===== src/hw/arop_params.svh =====
// Constants of the converter result output port
`ifndef AROP_PARAMS_SVH
`define AROP_PARAMS_SVH
`define AROP_WIDTH          18
`define AROP_MODE_SERIAL    2'h3
`define AROP_CLK_MHZ        40
`define AROP_SCLK_AFTER_NS  100
`define AROP_SCLK_DURING_NS 200
`define AROP_QTR_AFTER      (((`AROP_SCLK_AFTER_NS * `AROP_CLK_MHZ) / 1000) / 4)
`define AROP_QTR_DURING     (((`AROP_SCLK_DURING_NS * `AROP_CLK_MHZ) / 1000) / 4)
`define AROP_BIT_SER_DATA   10
`define AROP_BIT_SCLK       11
`define AROP_BIT_SYNC       12
`define AROP_BIT_RDERR      13
`define AROP_OE_RESET       18'h3C000
`endif


===== src/hw/arop_pkg.sv =====
// Types shared by the result output port
package arop_pkg;
   typedef struct packed {
      logic clk_src;
      logic clk_inv;
      logic sync_inv;
      logic rd_timing;
      logic fmt;
   } arop_ser_cfg_t;

   typedef struct packed {
      logic [17:0] dout;
      logic [17:0] oe;
   } arop_pins_t;

   typedef enum logic {ST_IDLE, ST_SHIFT} arop_state_t;
endpackage


===== src/hw/arop_sync.sv =====
// Three-stage pin synchroniser with agreement filter
`timescale 1ns/1ps
module arop_sync #(
   parameter int W = 1
) (
   input  wire logic         clk_sys,
   input  wire logic         rst_n,
   input  wire logic [W-1:0] pin,
   output logic      [W-1:0] level
);
   logic [W-1:0] s1_q;
   logic [W-1:0] s2_q;
   logic [W-1:0] s3_q;

   genvar i;
   generate
      for (i = 0; i < W; i++)
      begin : g_bit
         always_ff @(posedge clk_sys or negedge rst_n)
         begin
            if (!rst_n)
            begin
               s1_q[i]  <= 1'b1;
               s2_q[i]  <= 1'b1;
               s3_q[i]  <= 1'b1;
               level[i] <= 1'b1;
            end
            else
            begin
               s1_q[i] <= pin[i];
               s2_q[i] <= s1_q[i];
               s3_q[i] <= s2_q[i];
               // Glitch of one sample is ignored
               if (s2_q[i] == s3_q[i])
                  level[i] <= s3_q[i];
            end
         end
      end
   endgenerate
endmodule


===== src/hw/arop_port.sv =====
// Result output port: parallel bus or serial master/slave stream
// Functional notes
// Mode 3 gives pins serial roles, else parallel
// Read-after-convert: result out only after conversion
// Slave: chain input appears after 18 clocks
// Result latched in shift register, MSB first
// Offset binary or two's complement per select
// Master: bit stable across both clock edges
// Slave, no invert: update on rising edge
// Slave, invert: update on falling edge
// Clock pin direction and edge from selects
// Master sync normal: high during valid data
// Master sync inverted: low during valid data
// Slave incomplete read: drop data, pulse error
// Bits 14 to 17 always driven
// Busy from start until result latched
// Host may use busy fall as ready
// Read-during-convert: previous result, other period
// Slave: output follows external clock, chip-select gated
// Drivers on only with select and read low
// Host starts conversion with falling start edge
// One serial read is 18 clock periods
`timescale 1ns/1ps
`include "arop_params.svh"
module arop_port (
   input  wire logic                   clk_sys,
   input  wire logic                   arst_n,
   input  wire logic [1:0]             mode,
   input  wire arop_pkg::arop_ser_cfg_t cfg,
   input  wire logic                   cs_n,
   input  wire logic                   rd_n,
   input  wire logic                   conversion_start_n,
   input  wire logic                   sclk_in,
   input  wire logic                   chain_data_in,
   input  wire logic                   conv_done,
   input  wire logic [17:0]            conv_result,
   output arop_pkg::arop_pins_t        pins,
   output logic                        busy
);
   import arop_pkg::*;

   localparam logic [3:0] QTR_AFTER  = 4'(`AROP_QTR_AFTER);
   localparam logic [3:0] QTR_DURING = 4'(`AROP_QTR_DURING);

   logic [1:0]  rst_q;
   logic        rst_n;
   logic [4:0]  lvl;
   logic        cs_s, rd_s, cnv_s, sclk_s, chain_s;
   logic        cnv_prev_q, sclk_prev_q;
   logic        en, serial, master, slave, start_fall, upd_edge;
   logic        in_prog, err_cond, start_m, qtick;
   logic [17:0] result_q, shreg_q;
   logic [4:0]  cnt_q;
   logic [3:0]  div_q;
   logic [1:0]  qtr_q;
   logic        fast_q, err_q;
   arop_state_t st_q;
   arop_pins_t  pins_d;

   // ****************************************
   // Reset release and pin synchronisers
   // ****************************************
   always_ff @(posedge clk_sys or negedge arst_n)
   begin
      if (!arst_n)
         rst_q <= 2'h0;
      else
         rst_q <= {rst_q[0], 1'b1};
   end
   assign rst_n = rst_q[1];

   arop_sync #(.W(5)) u_sync (
      .clk_sys (clk_sys),
      .rst_n   (rst_n),
      .pin     ({cs_n, rd_n, conversion_start_n, sclk_in, chain_data_in}),
      .level   (lvl)
   );
   assign {cs_s, rd_s, cnv_s, sclk_s, chain_s} = lvl;

   always_ff @(posedge clk_sys or negedge rst_n)
   begin
      if (!rst_n)
      begin
         cnv_prev_q  <= 1'b1;
         // Matches the synchroniser's reset level, so no false edge
         sclk_prev_q <= 1'b1;
      end
      else
      begin
         cnv_prev_q  <= cnv_s;
         sclk_prev_q <= sclk_s;
      end
   end

   assign en         = !cs_s && !rd_s;
   assign serial     = (mode == `AROP_MODE_SERIAL);
   assign master     = serial && !cfg.clk_src;
   assign slave      = serial && cfg.clk_src;
   assign start_fall = cnv_prev_q && !cnv_s;
   // Edge choice follows the inversion select
   assign upd_edge   = slave && !cs_s && (cfg.clk_inv ? (sclk_prev_q && !sclk_s)
                                                      : (!sclk_prev_q && sclk_s));
   assign in_prog    = slave && (cnt_q != 5'h00) && (cnt_q < 5'(`AROP_WIDTH));
   assign err_cond   = conv_done && in_prog;
   assign start_m    = master && en && (st_q == ST_IDLE)
                       && (cfg.rd_timing ? start_fall : conv_done);
   assign qtick      = (div_q == ((fast_q ? QTR_DURING : QTR_AFTER) - 4'h1));

   // ****************************************
   // Busy and result latch
   // ****************************************
   always_ff @(posedge clk_sys or negedge rst_n)
   begin
      if (!rst_n)
         busy <= 1'b0;
      else if (conv_done)
         busy <= 1'b0;
      else if (start_fall)
         busy <= 1'b1;
   end

   always_ff @(posedge clk_sys or negedge rst_n)
   begin
      if (!rst_n)
         result_q <= 18'h00000;
      else if (conv_done && !err_cond)
         result_q <= {conv_result[17] ^ cfg.fmt, conv_result[16:0]};
   end

   always_ff @(posedge clk_sys or negedge rst_n)
   begin
      if (!rst_n)
         err_q <= 1'b0;
      else
         err_q <= err_cond;
   end

   // ****************************************
   // Shift register and frame sequencer
   // ****************************************
   always_ff @(posedge clk_sys or negedge rst_n)
   begin
      if (!rst_n)
         shreg_q <= 18'h00000;
      else if (conv_done && !err_cond && !(st_q == ST_SHIFT))
         shreg_q <= {conv_result[17] ^ cfg.fmt, conv_result[16:0]};
      else if (start_m)
         // A finished frame leaves the register empty: reload the held result
         shreg_q <= result_q;
      else if (master && st_q == ST_SHIFT && qtick && qtr_q == 2'h3)
         shreg_q <= {shreg_q[16:0], 1'b0};
      else if (upd_edge && cnt_q != 5'h00)
         shreg_q <= {shreg_q[16:0], chain_s};
   end

   always_ff @(posedge clk_sys or negedge rst_n)
   begin
      if (!rst_n)
      begin
         st_q   <= ST_IDLE;
         div_q  <= 4'h0;
         qtr_q  <= 2'h0;
         fast_q <= 1'b0;
      end
      else
      begin
         case (st_q)
            ST_IDLE:
            begin
               div_q <= 4'h0;
               qtr_q <= 2'h0;
               if (start_m)
               begin
                  st_q   <= ST_SHIFT;
                  fast_q <= cfg.rd_timing;
               end
            end
            ST_SHIFT:
            begin
               div_q <= qtick ? 4'h0 : div_q + 4'h1;
               if (qtick)
                  qtr_q <= qtr_q + 2'h1;
               if (!master || (qtick && qtr_q == 2'h3 && cnt_q == 5'(`AROP_WIDTH - 1)))
                  st_q <= ST_IDLE;
            end
            default:
               st_q <= ST_IDLE;
         endcase
      end
   end

   always_ff @(posedge clk_sys or negedge rst_n)
   begin
      if (!rst_n)
         cnt_q <= 5'h00;
      else if (start_m || (slave && (cs_s || conv_done)))
         cnt_q <= 5'h00;
      else if (master && st_q == ST_SHIFT && qtick && qtr_q == 2'h3)
         cnt_q <= cnt_q + 5'h01;
      else if (upd_edge && cnt_q != 5'h1F)
         cnt_q <= cnt_q + 5'h01;
   end

   // ****************************************
   // Pin drivers
   // ****************************************
   always_comb
   begin
      pins_d.dout = result_q;
      pins_d.oe   = {4'hF, {14{en}}};
      if (serial)
      begin
         pins_d.dout[9:0]             = 10'h000;
         pins_d.dout[`AROP_BIT_SER_DATA] = shreg_q[17];
         // Clock active in quarters 1 and 2 (high, or low when inverted) keeps data clear of both edges
         pins_d.dout[`AROP_BIT_SCLK]  = ((st_q == ST_SHIFT) && (qtr_q == 2'h1 || qtr_q == 2'h2))
                                        ^ cfg.clk_inv;
         pins_d.dout[`AROP_BIT_SYNC]  = (master && st_q == ST_SHIFT) ^ cfg.sync_inv;
         pins_d.dout[`AROP_BIT_RDERR] = err_q;
         pins_d.oe[9:0]               = 10'h000;
         pins_d.oe[`AROP_BIT_SCLK]    = en && master;
         pins_d.oe[`AROP_BIT_SYNC]    = en && master;
         pins_d.oe[`AROP_BIT_RDERR]   = en && slave;
      end
   end

   always_ff @(posedge clk_sys or negedge rst_n)
   begin
      if (!rst_n)
      begin
         pins.dout <= 18'h00000;
         pins.oe   <= `AROP_OE_RESET;
      end
      else
         pins <= pins_d;
   end

   // ****************************************
   // Assertions
   // ****************************************
   property p_busy_set;
      @(posedge clk_sys) disable iff (!rst_n) start_fall && !conv_done |=> busy;
   endproperty
   a_busy_set: assert property (p_busy_set) else $error("busy not raised");

   property p_busy_clr;
      @(posedge clk_sys) disable iff (!rst_n) conv_done |=> !busy;
   endproperty
   a_busy_clr: assert property (p_busy_clr) else $error("busy not cleared");

   property p_format;
      @(posedge clk_sys) disable iff (!rst_n)
         conv_done && !err_cond |=> result_q[17] == ($past(conv_result[17]) ^ $past(cfg.fmt));
   endproperty
   a_format: assert property (p_format) else $error("format bit wrong");

   property p_master_stable;
      @(posedge clk_sys) disable iff (!rst_n)
         master && st_q == ST_SHIFT && $changed(pins.dout[`AROP_BIT_SCLK])
            |-> $stable(pins.dout[`AROP_BIT_SER_DATA]);
   endproperty
   a_master_stable: assert property (p_master_stable) else $error("data moved on clock edge");

   property p_sync;
      @(posedge clk_sys) disable iff (!rst_n)
         master && st_q == ST_SHIFT && $stable(cfg) |=> pins.dout[`AROP_BIT_SYNC] == !cfg.sync_inv;
   endproperty
   a_sync: assert property (p_sync) else $error("sync level wrong");

   property p_rderr;
      @(posedge clk_sys) disable iff (!rst_n) err_cond |=> ##1 pins.dout[`AROP_BIT_RDERR] ##1 !err_q;
   endproperty
   a_rderr: assert property (p_rderr) else $error("read error pulse wrong");

   property p_high_bits;
      @(posedge clk_sys) disable iff (!rst_n) 1'b1 |-> (pins.oe[17:14] == 4'hF);
   endproperty
   a_high_bits: assert property (p_high_bits) else $error("bits 14-17 not driven");

   property p_enable;
      @(posedge clk_sys) disable iff (!rst_n) !en |=> (pins.oe[13:0] == 14'h0000);
   endproperty
   a_enable: assert property (p_enable) else $error("driver on without select");

   property p_frame_start;
      @(posedge clk_sys) disable iff (!rst_n) start_m |=> st_q == ST_SHIFT && cnt_q == 5'h00;
   endproperty
   a_frame_start: assert property (p_frame_start) else $error("frame did not start");
endmodule


===== config.mk =====
export PLATFORM = sky130hd
export DESIGN_NAME = arop_port
export DESIGN_NICKNAME = d
export VERILOG_FILES = /design/src/hw/arop_pkg.sv /design/src/hw/arop_sync.sv /design/src/hw/arop_port.sv
export VERILOG_INCLUDE_DIRS = /design/src /design/src/hw
export SDC_FILE = /design/constraint.sdc
export NUM_CORES = 1
export LEC_CHECK = 0
export ABC_AREA = 1
export BUFFER_PORTS_ARGS = -buffer_cell sky130_fd_sc_hd__buf_4
export CAP_MARGIN = 15
export CELL_PAD_IN_SITES_DETAIL_PLACEMENT = 1
export CELL_PAD_IN_SITES_GLOBAL_PLACEMENT = 1
export CORE_MARGIN = 4
export CORE_UTILIZATION = 30
export CTS_BUF_LIST = sky130_fd_sc_hd__clkbuf_2
export DETAILED_ROUTE_END_ITERATION = 7
export GPL_TIMING_DRIVEN = 0
export PLACE_DENSITY = 0.69
export SKIP_CTS_REPAIR_TIMING = 1
export SLEW_MARGIN = 20
export SYNTH_ARGS = -nofsm -noshare
export SYNTH_HDL_FRONTEND = slang
export SYNTH_SLANG_ARGS = --single-unit

===== constraint.sdc =====
create_clock -name clk_sys -period 3.08 [get_ports clk_sys]
set_input_delay 0.462 -clock clk_sys [delete_from_list [all_inputs] [get_ports clk_sys]]
set_output_delay 0.462 -clock clk_sys [all_outputs]
set_load 0.1 [all_outputs]

==> summary.md <==
| Metric | Value |
|---|---|
| Residual DRC count | `0` |
| Post-Synthesis Cells | `between 400 and 500` |
| Syn Area/Cell | `9.44 sq um` |
| Worst Hold Depth | `3` |
| Power Total | `about 0.003 W` |
| Vias in the first global route | `roughly 3,700` |
| Worst setup SP type | `register` |
| First-pass GRT wire length | `approximately 18,000 um` |
| FP Rows | `43` |
| Yosys top cell by area | `dfrtp_1` |
| Final Skew | `0.0378 ns` |
| Synth async-reset ratio | `100%` |
| RSZ-0062 raised after global routing | `no` |
| Status | `finished clean` |
| Hold path startpoint | `conv_result[14]` |
| Clock tree buffer depth | `2` |
| Total gr overflow | `0` |
| Post-Synthesis Cell Area | `4320 sq um` |
| Critical path arrival | `2.61 ns` |
| Crit end category | `register` |
| DIE HEIGHT | `approximately 130 um` |
| Final Hold Vio Count | `0` |
| Comb pwr share | `around a quarter` |
| Period utilization | `66.3%` |
| Lkg Pwr | `approximately 2.7 nW` |
| Worst-Skew Late Latency | `0.61 ns` |
| Delay-heaviest family, CP | `simple AND/OR/NAND/NOR gates` |
| Reg clk slew, reported paths | `0.25 ns` |
| Critical path type | `register to register` |
| Routability Congestion | `approximately 0.77` |
| Top FF cell, synth | `dfrtp_1` |
| CP Max Fanout | `10` |
| Max Cap Viol | `0` |
| Top post-synthesis cells by count | `nand2_1 (136), dfrtp_1 (75), nand3_1 (52)` |
| Ys Warns | `0` |
| Reg power frac | `~50%` |
| CTS root buffer | `clkbuf_2` |
| Sw frac | `35.8%` |
| Cell breakdown of the critical path | `inv_1 -> ha_1 -> nand3_1 -> nand3_2 -> nand3_4 -> clkbuf_1 -> or2_1 -> nand3_2 -> nand2_1` |
| Dominant cells by area after synthesis | `dfrtp_1 (43%), dfstp_2 (13%), nand2_1 (12%)` |
| Setup TNS | `0 ns` |
| Final setup vio count | `0` |
| Initial core utilization | `a little over 30%` |
| Detailed Route WL | `around 11,000 um` |
| Number of buffers created by CTS | `9` |
| Via count | `~3,400` |
| Initial antenna violation count | `1` |
| Io pins | `70` |
| Detailed router's first-iteration violation count | `139` |
| H-tree depth | `3` |
| Reg2reg start | `cnt_q[0]` |
| Rel. slew slack | `63.5%` |
| Layout area overhead | `24.2%` |
| Max incr delay on CP | `0.50 ns` |
| Setup crit start | `cnt_q[0]` |
| Number of distinct library cells after synthesis | `37` |
| EDFF count, synth | `0` |
| Data required time of the worst path | `3.65 ns` |
| Worst path slowest cell | `dfrtp_1` |
| Hpwl dp | `approximately 8000 um` |
| Core ar. | `14,000 sq um` |
| Clock tree sinks | `97` |
| Post-synthesis sequential area ratio | `56.9%` |
| Hold crit path type | `primary input to register` |
| Clock power frac | `roughly a quarter` |
| Port Buffer Count | `65` |
| WL per Instance | `roughly 15 um` |
| Most frequent CP cell | `nand3_2` |
| Drt first pass iters | `4` |
| Max Slew Vio Count | `0` |
| Die area | `16,400 sq um` |
| Largest net degree at the start of global routing | `49` |
| P per Cell Area | `547 nW/um^2` |
| Total GRT Usage | `between 10% and 20%` |
| Worst path buffer plus inverter count | `2` |
| CP Depth | `9` |
| Die width | `roughly 130 um` |
| CTS tree | `built` |
| ANT nets after route | `0` |
| Vias per cell | `4.55` |
| Post-synth top area share | `about 43%` |
| FF+latch count, synth | `97` |
| Worst VDD drop | `0.209 mV` |
| Layout cell share with drive strength beyond 1 | `29.1%` |
| Achievable Freq | `between 400 and 500 MHz` |
| Internal power | `0.00188 W` |
| Switching Power | `0.00105 W` |
| Tmin final | `2.04 ns` |
| Worst-margin pin slew | `0.547 ns` |
| Worst R2R Path Depth | `9` |
| Fin nets | `591` |
| Most common cell in the netlist | `nand2_1` |
cell usage in the layout (no fill, tap or decap), types with 6 or more instances in the layout:
cell and count:
or2_1 10, o21ai_0 13, clkbuf_2 10, dlygate4sd3_1 13
dfrtp_1 74, xor2_1 6, inv_1 33, buf_4 79
ha_1 6, nand3_2 11, dfstp_2 22, nor2_1 25
buf_2 10, nand3_1 52, nand2_1 136
power by group through the flow:
stage | Sequential (W) | Combinational [W] | Clock (W)
final | 0.00147 | 0.000758 | 0.000700
after global routing | 0.00149 | 0.000815 | 0.000795
after CTS | 0.00148 | 0.000755 | 0.000740
after detailed placement | 0.00150 | 0.000753 | 0
after global placement | 0.00151 | 0.000707 | 0
after floorplan | 0.00170 | 0.000342 | 0
worst reg2reg max path, delay by kind of cell, from the launching register on:
family	cells	cell delay, ns
buffers and inverters	2	0.53
adders and majority gates	1	0.19
and+or+nand+nor	6	0.78
DFF	1	0.50
per-stage QoR:
| stage | hold slack [ns] | utilization [%] | area (sq um) | instances | setup slack (ns) |
|---|---|---|---|---|---|
| after detailed placement | 0.196 | 36.4 | 5090 | 708 | 1.01 |
| final | 0.0453 | 38.3 | 5360 | 738 | 1.04 |
| after CTS | -0.466 | 37.4 | 5230 | 724 | 0.954 |
| after global routing | 0.00894 | 38.3 | 5360 | 738 | 0.827 |
| after global placement | 0.244 | 36.1 | 5040 | 706 | -0.954 |
| after floorplan | 0.166 | - | 4330 | 461 | 0.216 |
cell families (layout without fill, tap and decap cells):
logic type / after synthesis / after routing / synth area share [%]
AOI/OAI and AO/OA: 18 / 18 / 2.17
other: 1 / 6 / 0.0869
buffers and inverters: 66 / 162 / 7.68
and+or+nand+nor: 257 / 257 / 28.8
adders and majority gates: 11 / 11 / 2.90
xor gates and xnor gates: 7 / 7 / 1.42
DFF: 97 / 97 / 56.9
layer usage:
metal	routed length, um	share of wire, %	vias to the layer above	track usage (%)
met4	258	2.4	0	6.80
met1	4710	44	1662	17.8
met3	401	3.7	19	2.71
met5	0	0	-	0
met2	5390	50	67	23.4
li1	-	-	1607	-
area by class of cell:
type                    count  area [sq um]
flip-flops and latches     97          2460
multi-input cells         298          1540
diodes                      1          2.50
fillers                  1626          8630
clock buffers              10          50.0
plain buffers              28           186
inverters                  38           145
clock inverters             6          82.6
well taps                 180           225
repair buffers             80           666
sequential cells by signal, summed over array words and instances (netlist names), 2 cells and up:
signal and count:
cnt_q 5, div_q 4, pins 22, qtr_q 2, result_q 18, rst_q 2, shreg_q 18, u_sync.level 5
u_sync.s1_q 5, u_sync.s2_q 5, u_sync.s3_q 5
path summary, 6_finish.rpt:
check	slack [ns]	to
min in group asynchronous	0.16	rst_q[1]
max	1.04	shreg_q[10]
min reg2reg	0.19	pins[18]
max in group asynchronous	2.17	qtr_q[0]
min	0.05	result_q[14]
max reg2reg	1.04	shreg_q[10]
(Power assumes the default switching activity.)
